File: config.mk
export PLATFORM = sky130hd
export DESIGN_NAME = mca_seq
export DESIGN_NICKNAME = d
export VERILOG_FILES = /design/src/verilog/mca_pkg.sv /design/src/verilog/mca_seq.sv /design/src/verilog/mca_timer.sv
export VERILOG_INCLUDE_DIRS = /design/src /design/src/verilog
export SDC_FILE = /design/constraint.sdc
export NUM_CORES = 1
export LEC_CHECK = 0
export BUFFER_PORTS_ARGS = -buffer_cell sky130_fd_sc_hd__buf_2
export CAP_MARGIN = 10
export CELL_PAD_IN_SITES_DETAIL_PLACEMENT = 0
export CELL_PAD_IN_SITES_GLOBAL_PLACEMENT = 2
export CORE_MARGIN = 5
export CORE_UTILIZATION = 35
export CTS_CLUSTER_DIAMETER = 120
export CTS_CLUSTER_SIZE = 8
export DETAILED_ROUTE_END_ITERATION = 16
export PLACE_DENSITY_LB_ADDON = 0.1
export SYNTH_ARGS = -nofsm -noshare
export SYNTH_HDL_FRONTEND = slang
export SYNTH_SLANG_ARGS = --single-unit
File: constraint.sdc
create_clock -name CORE_CLK -period 3.5 [get_ports CORE_CLK]
set_clock_uncertainty 0.15 [all_clocks]
set_input_delay 0.175 -clock CORE_CLK [delete_from_list [all_inputs] [get_ports CORE_CLK]]
set_output_delay 0.175 -clock CORE_CLK [all_outputs]
set_load 0.01 [all_outputs]
File: src/verilog/mca_defs.svh
// Constants of the modem channel acquisition sequencer
`ifndef MCA_DEFS_SVH
`define MCA_DEFS_SVH

// ==========================================================
// Band plan
`define MCA_CHAN_STEP_KHZ 6000
`define MCA_NUM_DS_CHAN 8'd128
`define MCA_FIRST_DS_CHAN 8'h00
`define MCA_LAST_DS_CHAN 8'h7f

// ==========================================================
// Upstream channel set
`define MCA_NUM_US_ID 8

// ==========================================================
// Phase timeouts in microseconds, default values
`define MCA_CLK_MHZ 25
`define MCA_LOCK_TO_US 2000
`define MCA_DESC_TO_US 2000
`define MCA_SYNC_TO_US 1000
`define MCA_MAP_TO_US 1000
`define MCA_RANGE_TO_US 1000

`endif

File: src/verilog/mca_pkg.sv
// Types of the modem channel acquisition sequencer
`default_nettype none
package mca_pkg;

    // ==========================================================
    // Sequencer states
    typedef enum logic [3:0] {
        MCA_IDLE,
        MCA_RETRY_STORED,
        MCA_SCAN_TUNE,
        MCA_SCAN_WAIT,
        MCA_COLLECT_DESC,
        MCA_PICK_US,
        MCA_WAIT_SYNC,
        MCA_WAIT_MAP,
        MCA_RANGING,
        MCA_DONE
    } mca_state_t;

    // Downstream lock indications from the receiver
    typedef struct packed {
        logic qam_lock;
        logic fec_lock;
        logic mpeg_lock;
        logic sync_seen;
    } mca_ds_lock_t;

    // One received upstream channel descriptor
    typedef struct packed {
        logic [7:0] chan_id;
        logic usable;
        logic [15:0] params;
    } mca_desc_t;

endpackage : mca_pkg

`default_nettype wire

File: src/verilog/mca_seq.sv
// Channel acquisition sequencer of a subscriber modem
`timescale 1ns/1ps
`default_nettype none
`include "mca_defs.svh"

// Notes on behaviour
// - Initialization phases run in fixed order
// - Fixed unique 48-bit address identifies modem
// - First retry the stored downstream channel
// - Else scan band in 6 MHz steps
// - Valid needs all locks plus timing messages
// - Show scan in progress to user
// - Await descriptor, judge channel usability
// - Collect distinct descriptor IDs into set
// - No usable channel by timeout: rescan
// - Unsuitable channel: try next identifier
// - Take parameters, latch timestamp from timing
// - Existing time reference skips timing wait
// - Transmit only after map, within grants
// - Range once; failure selects next identifier
// - All identifiers failed: resume downstream scan
// - Map timeout skips an identifier unranged; sync timeout rescans
module mca_seq
    import mca_pkg::*;
#(
    parameter int LOCK_TO_CYC = `MCA_LOCK_TO_US * `MCA_CLK_MHZ,
    parameter int DESC_TO_CYC = `MCA_DESC_TO_US * `MCA_CLK_MHZ,
    parameter int SYNC_TO_CYC = `MCA_SYNC_TO_US * `MCA_CLK_MHZ,
    parameter int MAP_TO_CYC = `MCA_MAP_TO_US * `MCA_CLK_MHZ,
    parameter int RANGE_TO_CYC = `MCA_RANGE_TO_US * `MCA_CLK_MHZ,
    parameter logic [47:0] MAC_ADDR = 48'h02_00_00_00_00_01  // Arbitrary value
) (
    input wire logic CORE_CLK,
    input wire logic RSTN,
    input wire logic START,
    input wire logic SIGNAL_LOST,
    input wire logic [7:0] STORED_CHAN,
    input wire logic STORED_VALID,
    input wire mca_ds_lock_t DS_LOCK,
    input wire logic DESC_VALID,
    input wire mca_desc_t DESC,
    input wire logic SYNC_VALID,
    input wire logic [31:0] SYNC_TIMESTAMP,
    input wire logic MAP_VALID,
    input wire logic [7:0] MAP_CHAN_ID,
    input wire logic RANGE_OK,
    input wire logic RANGE_FAIL,
    output logic [7:0] DS_CHAN,
    output logic TUNE,
    output logic SCANNING,
    output logic DS_VALID,
    output logic [7:0] US_CHAN_ID,
    output logic [15:0] US_PARAMS,
    output logic [31:0] MINISLOT_TS,
    output logic TX_ALLOWED,
    output logic RANGE_START,
    output logic RANGING_ACTIVE,
    output logic INIT_DONE,
    output logic [47:0] MAC_ADDRESS
);

    // ==========================================================
    // Input synchronisers for the pin-level lock and loss flags
    logic [3:0] lock_s1_r;  // First stage, read only by second
    logic [3:0] lock_s2_r;  // Second stage
    logic lost_s1_r;
    logic lost_s2_r;

    // Register the asynchronous lock and loss levels
    always_ff @(posedge CORE_CLK) begin
        if (!RSTN) begin
            lock_s1_r <= 4'h0;
            lock_s2_r <= 4'h0;
            lost_s1_r <= 1'b0;
            lost_s2_r <= 1'b0;
        end else begin
            lock_s1_r <= DS_LOCK;
            lock_s2_r <= lock_s1_r;
            lost_s1_r <= SIGNAL_LOST;
            lost_s2_r <= lost_s1_r;
        end
    end

    logic ds_ok;
    assign ds_ok = &lock_s2_r;

    // ==========================================================
    // Sequencer state
    mca_state_t state_r, state_nxt;
    logic [7:0] ds_chan_r, ds_chan_nxt;         // Tuned downstream channel
    logic [7:0] id_set_r [`MCA_NUM_US_ID];       // Collected channel IDs
    logic [7:0] id_set_nxt [`MCA_NUM_US_ID];
    logic [`MCA_NUM_US_ID-1:0] id_use_r, id_use_nxt;  // Usable flags per slot
    logic [`MCA_NUM_US_ID-1:0] id_vld_r, id_vld_nxt;  // Slot occupied
    logic [15:0] par_set_r [`MCA_NUM_US_ID];     // Parameters per slot
    logic [15:0] par_set_nxt [`MCA_NUM_US_ID];
    logic [2:0] pick_r, pick_nxt;                // Candidate slot
    logic [7:0] us_id_r, us_id_nxt;
    logic [15:0] us_par_r, us_par_nxt;
    logic [31:0] ts_r, ts_nxt;
    logic ts_have_r, ts_have_nxt;                // Time reference held
    logic tx_r, tx_nxt;
    logic rs_r, rs_nxt;                          // Ranging start pulse
    logic tune_r, tune_nxt;
    logic done_r, done_nxt;
    logic tmr_load;
    logic [23:0] tmr_count;
    logic tmr_exp;
    logic hit;                                   // Descriptor ID already held
    logic [2:0] free_slot;
    logic has_free;
    logic has_use;
    logic [2:0] next_use;
    logic found_next;

    mca_timer #(.WIDTH(24)) u_timer (
        .clk(CORE_CLK),
        .rstn(RSTN),
        .load(tmr_load),
        .count(tmr_count),
        .expired(tmr_exp)
    );

    // Search helpers over the identifier set
    always_comb begin
        hit = 1'b0;
        has_free = 1'b0;
        free_slot = 3'h0;
        has_use = |id_use_r;
        found_next = 1'b0;
        next_use = 3'h0;
        for (int i = 0; i < `MCA_NUM_US_ID; i++) begin
            if (id_vld_r[i] && id_set_r[i] == DESC.chan_id) begin
                hit = 1'b1;
            end
            if (!id_vld_r[i] && !has_free) begin
                has_free = 1'b1;
                free_slot = 3'(i);
            end
            if (id_use_r[i] && !found_next && 3'(i) > pick_r) begin
                found_next = 1'b1;
                next_use = 3'(i);
            end
        end
    end

    // Next-state and datapath
    always_comb begin
        state_nxt = state_r;
        ds_chan_nxt = ds_chan_r;
        id_set_nxt = id_set_r;
        id_use_nxt = id_use_r;
        id_vld_nxt = id_vld_r;
        par_set_nxt = par_set_r;
        pick_nxt = pick_r;
        us_id_nxt = us_id_r;
        us_par_nxt = us_par_r;
        ts_nxt = ts_r;
        ts_have_nxt = ts_have_r;
        tx_nxt = tx_r;
        rs_nxt = 1'b0;
        tune_nxt = 1'b0;
        done_nxt = done_r;
        tmr_load = 1'b0;
        tmr_count = 24'(LOCK_TO_CYC);
        // Any state: a timing message refreshes the reference
        if (SYNC_VALID && ds_ok) begin
            ts_nxt = SYNC_TIMESTAMP;
            ts_have_nxt = 1'b1;
        end
        case (state_r)
            MCA_IDLE: begin
                if (START) begin
                    if (STORED_VALID) begin
                        ds_chan_nxt = STORED_CHAN;
                        state_nxt = MCA_RETRY_STORED;
                    end else begin
                        ds_chan_nxt = `MCA_FIRST_DS_CHAN;
                        state_nxt = MCA_SCAN_WAIT;
                    end
                    tune_nxt = 1'b1;
                    tmr_load = 1'b1;
                end
            end
            MCA_RETRY_STORED, MCA_SCAN_WAIT: begin
                if (ds_ok) begin
                    id_vld_nxt = '0;
                    id_use_nxt = '0;
                    state_nxt = MCA_COLLECT_DESC;
                    tmr_load = 1'b1;
                    tmr_count = 24'(DESC_TO_CYC);
                end else if (tmr_exp) begin
                    state_nxt = MCA_SCAN_TUNE;
                end
            end
            MCA_SCAN_TUNE: begin
                if (state_r == MCA_SCAN_TUNE && ds_chan_r >= `MCA_LAST_DS_CHAN) begin
                    ds_chan_nxt = `MCA_FIRST_DS_CHAN;
                end else begin
                    ds_chan_nxt = ds_chan_r + 8'h01;
                end
                ts_have_nxt = 1'b0;
                tune_nxt = 1'b1;
                tmr_load = 1'b1;
                state_nxt = MCA_SCAN_WAIT;
            end
            MCA_COLLECT_DESC: begin
                if (DESC_VALID && !hit && has_free) begin
                    id_set_nxt[free_slot] = DESC.chan_id;
                    par_set_nxt[free_slot] = DESC.params;
                    id_vld_nxt[free_slot] = 1'b1;
                    id_use_nxt[free_slot] = DESC.usable;
                end
                if (tmr_exp) begin
                    pick_nxt = 3'h0;
                    state_nxt = has_use ? MCA_PICK_US : MCA_SCAN_TUNE;
                end
            end
            MCA_PICK_US: begin
                if (!id_use_r[pick_r]) begin
                    if (found_next) begin
                        pick_nxt = next_use;
                    end else begin
                        state_nxt = MCA_SCAN_TUNE;
                    end
                end else begin
                    us_id_nxt = id_set_r[pick_r];
                    us_par_nxt = par_set_r[pick_r];
                    tmr_load = 1'b1;
                    if (ts_have_r) begin
                        tmr_count = 24'(MAP_TO_CYC);
                        state_nxt = MCA_WAIT_MAP;
                    end else begin
                        tmr_count = 24'(SYNC_TO_CYC);
                        state_nxt = MCA_WAIT_SYNC;
                    end
                end
            end
            MCA_WAIT_SYNC: begin
                if (SYNC_VALID && ds_ok) begin
                    tmr_load = 1'b1;
                    tmr_count = 24'(MAP_TO_CYC);
                    state_nxt = MCA_WAIT_MAP;
                end else if (tmr_exp) begin
                    state_nxt = MCA_SCAN_TUNE;
                end
            end
            MCA_WAIT_MAP: begin
                if (MAP_VALID && MAP_CHAN_ID == us_id_r) begin
                    tx_nxt = 1'b1;
                    rs_nxt = 1'b1;
                    tmr_load = 1'b1;
                    tmr_count = 24'(RANGE_TO_CYC);
                    state_nxt = MCA_RANGING;
                end else if (tmr_exp) begin
                    // no map: try the next usable identifier
                    if (found_next) begin
                        pick_nxt = next_use;
                        state_nxt = MCA_PICK_US;
                    end else begin
                        state_nxt = MCA_SCAN_TUNE;
                    end
                end
            end
            MCA_RANGING: begin
                if (RANGE_OK) begin
                    done_nxt = 1'b1;
                    state_nxt = MCA_DONE;
                end else if (RANGE_FAIL || tmr_exp) begin
                    tx_nxt = 1'b0;
                    if (found_next) begin
                        pick_nxt = next_use;
                        state_nxt = MCA_PICK_US;
                    end else begin
                        state_nxt = MCA_SCAN_TUNE;
                    end
                end
            end
            MCA_DONE: begin
                done_nxt = 1'b1;
            end
            default: begin
                state_nxt = MCA_IDLE;
            end
        endcase
        // signal loss restarts from stored channel, or rescans when none is stored
        if (lost_s2_r && state_r != MCA_IDLE) begin
            state_nxt = STORED_VALID ? MCA_RETRY_STORED : MCA_SCAN_TUNE;
            ds_chan_nxt = STORED_VALID ? STORED_CHAN : ds_chan_r;
            tune_nxt = STORED_VALID;
            tmr_load = 1'b1;
            tmr_count = 24'(LOCK_TO_CYC);
            tx_nxt = 1'b0;
            done_nxt = 1'b0;
            ts_have_nxt = 1'b0;
        end
    end

    // Register the sequencer
    always_ff @(posedge CORE_CLK) begin
        if (!RSTN) begin
            state_r <= MCA_IDLE;
            ds_chan_r <= 8'h00;
            id_use_r <= '0;
            id_vld_r <= '0;
            pick_r <= 3'h0;
            us_id_r <= 8'h00;
            us_par_r <= 16'h0000;
            ts_r <= 32'h0000_0000;
            ts_have_r <= 1'b0;
            tx_r <= 1'b0;
            rs_r <= 1'b0;
            tune_r <= 1'b0;
            done_r <= 1'b0;
            for (int i = 0; i < `MCA_NUM_US_ID; i++) begin
                id_set_r[i] <= 8'h00;
                par_set_r[i] <= 16'h0000;
            end
        end else begin
            state_r <= state_nxt;
            ds_chan_r <= ds_chan_nxt;
            id_set_r <= id_set_nxt;
            par_set_r <= par_set_nxt;
            id_use_r <= id_use_nxt;
            id_vld_r <= id_vld_nxt;
            pick_r <= pick_nxt;
            us_id_r <= us_id_nxt;
            us_par_r <= us_par_nxt;
            ts_r <= ts_nxt;
            ts_have_r <= ts_have_nxt;
            tx_r <= tx_nxt;
            rs_r <= rs_nxt;
            tune_r <= tune_nxt;
            done_r <= done_nxt;
        end
    end

    // ==========================================================
    // Outputs
    assign DS_CHAN = ds_chan_r;
    assign TUNE = tune_r;
    assign SCANNING = (state_r == MCA_SCAN_TUNE) || (state_r == MCA_SCAN_WAIT);
    assign DS_VALID = ds_ok && (state_r != MCA_IDLE);
    assign US_CHAN_ID = us_id_r;
    assign US_PARAMS = us_par_r;
    assign MINISLOT_TS = ts_r;
    assign TX_ALLOWED = tx_r;
    assign RANGE_START = rs_r;
    assign RANGING_ACTIVE = (state_r == MCA_RANGING);
    assign INIT_DONE = done_r;
    assign MAC_ADDRESS = MAC_ADDR;
endmodule : mca_seq

`default_nettype wire

File: src/verilog/mca_timer.sv
// Down-counting phase timer with load and expiry flag
`timescale 1ns/1ps
`default_nettype none

module mca_timer #(
    parameter int WIDTH = 24
) (
    input wire logic clk,
    input wire logic rstn,
    input wire logic load,
    input wire logic [WIDTH-1:0] count,
    output logic expired
);

    // Remaining cycles
    logic [WIDTH-1:0] cnt_r;
    logic [WIDTH-1:0] cnt_nxt;

    // Next count: reload, or step down to zero
    always_comb begin
        cnt_nxt = cnt_r;
        if (load) begin
            cnt_nxt = count;
        end else if (cnt_r != '0) begin
            cnt_nxt = cnt_r - 1'b1;
        end
    end

    // Register the count
    always_ff @(posedge clk) begin
        if (!rstn) begin
            cnt_r <= '0;
        end else begin
            cnt_r <= cnt_nxt;
        end
    end

    assign expired = (cnt_r == '0) && !load;

endmodule : mca_timer

`default_nettype wire
# Yosys cells after proc, flatten, opt, wreduce, memory -nomap -nowiden
# Index checks and enable logic that the tools add are counted.
# classes
bitwise,4
n_lt_le_gt_ge,15
add_sub_neg,2
n_reduce_logical,88
n_mux,114
n_eq_ne,35
# op_table
op,n
bitwise mux 128 bit,1
2-to-1 mux 16 bit,6
2-to-1 mux 8 bit,11
== test 8 bit,9
2-to-1 mux 24 bit,3
bitwise mux 64 bit,1
2-to-1 mux 3 bit,21
binary-select mux 16 bit (select 3 bit),1
demux 16 bit (select 3 bit),1
2-to-1 mux 4 bit,12
one-hot mux 16 bit (3 select lines),1
one-hot mux 8 bit (2 select lines),3
logical AND 1 bit,40
2-to-1 mux 1 bit,40
one-hot mux 4 bit (9 select lines),1
binary-select mux 8 bit (select 3 bit),1
demux 8 bit (select 3 bit),1
zero test 24 bit,1
nonzero test 24 bit,1
subtractor 24 x 1 -> 24 bit (second input constant),1
zero test 1 bit,22
!= test 2 bit (second input constant),11
== test 4 x 3 -> 1 bit (second input constant),4
> comparator 3 bit (first input constant),4
other kinds (38),61
# word_totals
in_bits,87
ff_bits,318
elab_cells,292

# Depth between registers and ports, before layout
# logic_depth
depth_word,36
mapped_depth,10
depth_no_buf,9

# By module
# A second synthesis with hierarchy kept.
# unflattened
cells_unflattened,1647
hier_area_um2,15358.5
# by_module_without_submodules
mod,cells_per_inst,area_per_inst_um2,instances,seq_area_each_um2
mca_seq,1476,13985.9,1,5885.6
mca_timer,171,1372.6,1,480.5

# Worst setup path before layout
# OpenSTA, ideal clock, no wires.
# synth_path
path_type,register to register
startpoint,register u_timer.cnt_r[0]
endpoint,register state_r[2]
path_stages_with_launch,10
arrival_time_ns,2.509
setup_slack_ns,0.745
synth_period_minus_slack_ns,2.755
path_cell_list,dfxtp_1 -> inv_1 -> ha_1 -> or4b_4 -> nor4_4 -> nand4_2 -> nor4_4 -> o211ai_2 -> and2_4 -> o41ai_2
# synth_between
elab_chain_len,6
elab_cells_between_ends,12
classes_between,eq/ne (3); mux (5); reduce/logical (4)
# synth_rtl
element,line_no,rtl
from (decl),mca_timer.sv:16,logic [WIDTH-1:0] cnt_r;
from (signal assigned),mca_timer.sv:34,cnt_r <= cnt_nxt;
zero test 24 bit (*),mca_timer.sv:38,assign expired = (cnt_r == '0) && !load;
logical AND 1 bit (*),mca_timer.sv:38,
2-to-1 mux 4 bit,n/a,
2-to-1 mux 4 bit (on tied branches),n/a,
one-hot mux 4 bit (9 select lines),n/a,
2-to-1 mux 4 bit,n/a,
to (signal assigned),mca_seq.sv:320,state_r <= state_nxt;
to (decl),mca_seq.sv:89,"mca_state_t state_r, state_nxt;"
# Every way passes the cells marked *; elsewhere a longest branch is shown, timed or not.
# A chain may end at the register's enable or synchronous reset.

# Worst setup path after layout
# layout_path
startpoint,register u_timer.cnt_r[0]
endpoint,"register tx_r, in the netlist TX_ALLOWED"
# layout_between
elab_chain_len,5
# layout_rtl
element,line_no,rtl
zero test 24 bit,mca_timer.sv:38,
logical AND 1 bit,mca_timer.sv:38,
logical OR 1 bit,mca_seq.sv:269,end else if (RANGE_FAIL || tmr_exp) begin
!= test 2 x 1 -> 1 bit (no line),n/a,
AND reduction 4 bit (no line),n/a,
to (signal assigned),mca_seq.sv:331,tx_r <= tx_nxt;
to (decl),mca_seq.sv:102,"logic tx_r, tx_nxt;"
# No other way between the ends.

==> summary.txt <==
Floorplanning
  • IO Pins: 206
  • # rows: 76
  • Core region area: 42790 um^2
  • Chip Height: 217.2 um
  • Initial core utilization: 35.10%
  • Die W: 217.2 um
  • Die ar.: 47160 um^2

Cells and area
  • Area grow syn2layout: 21.14%
  • Final Cell Area: 18200 um^2
  • Total Nets Final: 1908
  • Most frequent cells in the layout: 374 x nand2_1, 315 x dfxtp_1, 199 x mux2i_1
  • Commonest non-fill, non-tap cell in the layout: nand2_1
  • Layout cell share with drive strength beyond 1: 17.67%
  • N_diodes: 0
  • Fin util: 42.52%

Synth
  • Share of flip-flops with an asynchronous set or reset: 0%
  • Post-synth EDFFs: 0
  • Mapped Area: 15020 um^2
  • Distinct cells, synth: 74
  • Post-Synthesis Cells: 1624
  • Post-synthesis sequential area ratio: 42.38%
  • Top FF cell, synth: dfxtp_1
  • Yosys synthesis warning count: 0
  • Yosys reg bits: 318
  • Mean Syn Cell Area: 9.249 um^2

STA
  • Tmin final: 3.154 ns
  • RSZ-0062 raised after global routing: false
  • Fmax: 317.1 MHz
  • Max-slew violation count: 0
  • Max-slew headroom: 24.09%
  • Final hold vios: 0
  • Worst slew pin tran: 1.136 ns
  • Setup TNS: 0 ns
  • Final Cycle Share: 90.11%
  • Hold WS: 0.02364 ns
  • Setup Viol. Count Final: 0

Routing
  • Top sig layer: met4
  • DRT Wirelength: 45370 um
  • Wire length on met3: 2197 um
  • Wl on met1: 21570 um
  • DR iter-0 viols: 705
  • Wire per inst: 19.16 um
  • Met2 wire length: 20820 um
  • Drt pass-1 iters: 5
  • Vias per inst: 5.086
  • Detail Route Antenna Nets: 0
  • Total number of vias: 12040
  • Drt drc: 0

Worst setup path
  • Critical path fanouts, max: 10
  • Cell depth of the worst flop-to-flop path: 10
  • Crit path capture type: flip-flop
  • Critical path type: reg2reg
  • R2R Path Start: u_timer.cnt_r[0]
  • R2r setup slk: 0.35 ns
  • FF-to-FF End: TX_ALLOWED
  • Startpoint Class: flip-flop
  • Worst EP required: 3.80 ns
  • Crit path DAT: 3.46 ns

Clocking
  • Clock-pin slew on the worst setup and hold paths: 0.05 ns
  • Num Clock Sinks: 318
  • CTS Buf Count: 45
  • TritonCTS clock tree: done
  • Htree depth: 2
  • Post-CTS sizing: 0
  • CTS max path bufs: 3
  • Root buf cell: clkbuf_16
  • Skew-Pair Late Insertion Delay: 0.57 ns

Power and ir drop
  • Combinational power share: 9.6%
  • Clock power share: 46.0%
  • Seq pwr share: 44.4%
  • Psw: 2.150 mW
  • Leak Pwr: 8.173 nW
  • Int Power: 6.322 mW
  • Pwr Density: 465.6 nW/um^2
  • Net Sw Frac: 25.38%
  • Peak VDD IR: 0.2876 mV
  • Total Power: 8.473 mW

Place
  • Dpl hpwl: 28500 um
  • Post-Place Cell Area: 16290 um^2
  • RePlAce Congestion: 0.7963
  • Port-buffer cells: 157

Flow run
  • Total of max-cap violations: 0

Status
  • Status: complete, no violations

Hold path
  • Hold Crit Depth: 3
  • Hold endpoint: id_set_r[57]
  • Worst hold path type: in2reg
  • HP Start: DESC[18]

GRT
  • Largest net degree at the start of global routing: 135
  • First-pass GRT wire length: 70190 um
  • Total GRT Usage: 18.73%
  • Vias in the first global route: 11810
  • Total gr overflow: 0
  • Initial antenna violation count: 0
-- per-layer routing --
layer / up-vias / global-route usage [%]
li1: 5909 / -
met1: 5826 / 26.41
met2: 253 / 30.26
met3: 55 / 2.838
met4: 0 / 4.845
met5: - / 0
-- layout make-up --
class | instances | area [um^2]
Fill cell | 4234 | 24590
Clock buffer | 47 | 1144
Timing Repair Buffer | 260 | 1866
Clock inverter | 3 | 66.31
Tap cell | 546 | 683.2
Inverter | 15 | 56.30
Sequential cell | 318 | 6372
Multi-Input combinational cell | 1179 | 8009
-- repair_timing --
action / in CTS / in global routing
endpoints found under the hold margin: 195 / 0
hold buffers: 70 / 0
buffers inserted: 0 / 0
-- cells in the mapped netlist (3+ instances only) --
| cell | n | share of area, % |
|---|---|---|
| a22oi_1 | 6 | 0.30 |
| nand4_1 | 13 | 0.54 |
| mux4_2 | 49 | 7.3 |
| mux2i_1 | 199 | 13 |
| nand2b_1 | 10 | 0.42 |
| buf_4 | 48 | 2.4 |
| dfxtp_1 | 318 | 42 |
| clkbuf_1 | 70 | 1.7 |
| nand3_1 | 11 | 0.37 |
| nor2_1 | 90 | 2.2 |
| o2111ai_1 | 3 | 0.17 |
| o21ai_0 | 21 | 0.70 |
| o31ai_1 | 5 | 0.25 |
| a21boi_0 | 3 | 0.15 |
| buf_1 | 12 | 0.30 |
| or3_1 | 5 | 0.21 |
| a21oi_1 | 75 | 2.5 |
| xor2_1 | 57 | 3.3 |
| nor2b_1 | 7 | 0.29 |
| o22ai_1 | 7 | 0.29 |
| a211oi_1 | 5 | 0.25 |
| and2_1 | 16 | 0.67 |
| nand2_1 | 381 | 9.5 |
| xnor2_1 | 27 | 1.6 |
| nor3_1 | 20 | 0.67 |
| buf_2 | 28 | 0.93 |
| a31oi_1 | 7 | 0.29 |
| nor4_1 | 17 | 0.71 |
| a311oi_1 | 25 | 1.5 |
| inv_1 | 14 | 0.35 |
| a22o_1 | 6 | 0.35 |
| or4_1 | 7 | 0.35 |
| and3_1 | 10 | 0.42 |
-- logic make-up (layout without fill, tap and decap cells) --
group                      after synthesis  count (layout)  share of synthesized area [%]
AOI/OAI and AO/OA                      186             186                          8.147
xor gates and xnor gates                84              84                          4.898
adders and majority gates                2               2                         0.1666
buffers and inverters                  173             325                          5.756
DFF                                    318             318                          42.38
muxes                                  249             249                          20.68
other                                    2              48                        0.05000
and+or+nand+nor                        610             610                          17.92
-- worst max-delay path, stage by stage (launching register included) --
cell	delay (ns)
dfxtp_1	0.33
inv_1	0.08
ha_1	0.18
or4b_4	0.52
nor4_4	0.36
nand4_2	0.18
nor4_4	0.46
nor2_1	0.08
nor2_1	0.11
dlygate4sd3_1	0.56
nor3_1	0.05
-- flip-flops by register name (all words and copies together), names as in the netlist --
register,count
US_CHAN_ID,8
lost_s2_r,1
id_use_r,8
state_r,4
INIT_DONE,1
id_vld_r,8
par_set_r,128
TUNE,1
lock_s1_r,4
TX_ALLOWED,1
US_PARAMS,16
id_set_r,64
RANGE_START,1
pick_r,3
u_timer.cnt_r,24
lost_s1_r,1
MINISLOT_TS,32
ts_have_r,1
lock_s2_r,4
DS_CHAN,8
-- power by group through the flow --
| stage | sequential (mW) | combinational, mW | clock, mW |
|---|---|---|---|
| floorplan | 3.82 | 0.569 | 0 |
| global placement | 3.83 | 0.757 | 0 |
| detailed placement | 3.83 | 0.751 | 0 |
| CTS | 3.75 | 0.817 | 4.06 |
| global route | 3.76 | 0.898 | 4.20 |
| finish | 3.76 | 0.814 | 3.90 |
-- worst max-delay path by stage --
stage / startpoint / to / slack (ns) / depth (start not counted)
global route: u_timer.cnt_r[0] / TX_ALLOWED / 0.06 / 10
global placement: u_timer.cnt_r[0] / state_r[2] / 0.49 / 9
CTS: u_timer.cnt_r[0] / TX_ALLOWED / 0.30 / 10
floorplan: u_timer.cnt_r[0] / state_r[2] / 0.75 / 9
finish: u_timer.cnt_r[0] / TX_ALLOWED / 0.35 / 10
detailed placement: u_timer.cnt_r[0] / state_r[2] / 0.38 / 9
-- through the flow --
step / setup slack, ns / std cells
after floorplan: 0.7452 / 1670
after global placement: 0.4938 / 2248
after detailed placement: 0.3834 / 2248
after CTS: 0.2988 / 2368
after global routing: 0.06323 / 2368
final: 0.3460 / 2368
(Power assumes the default switching activity.)
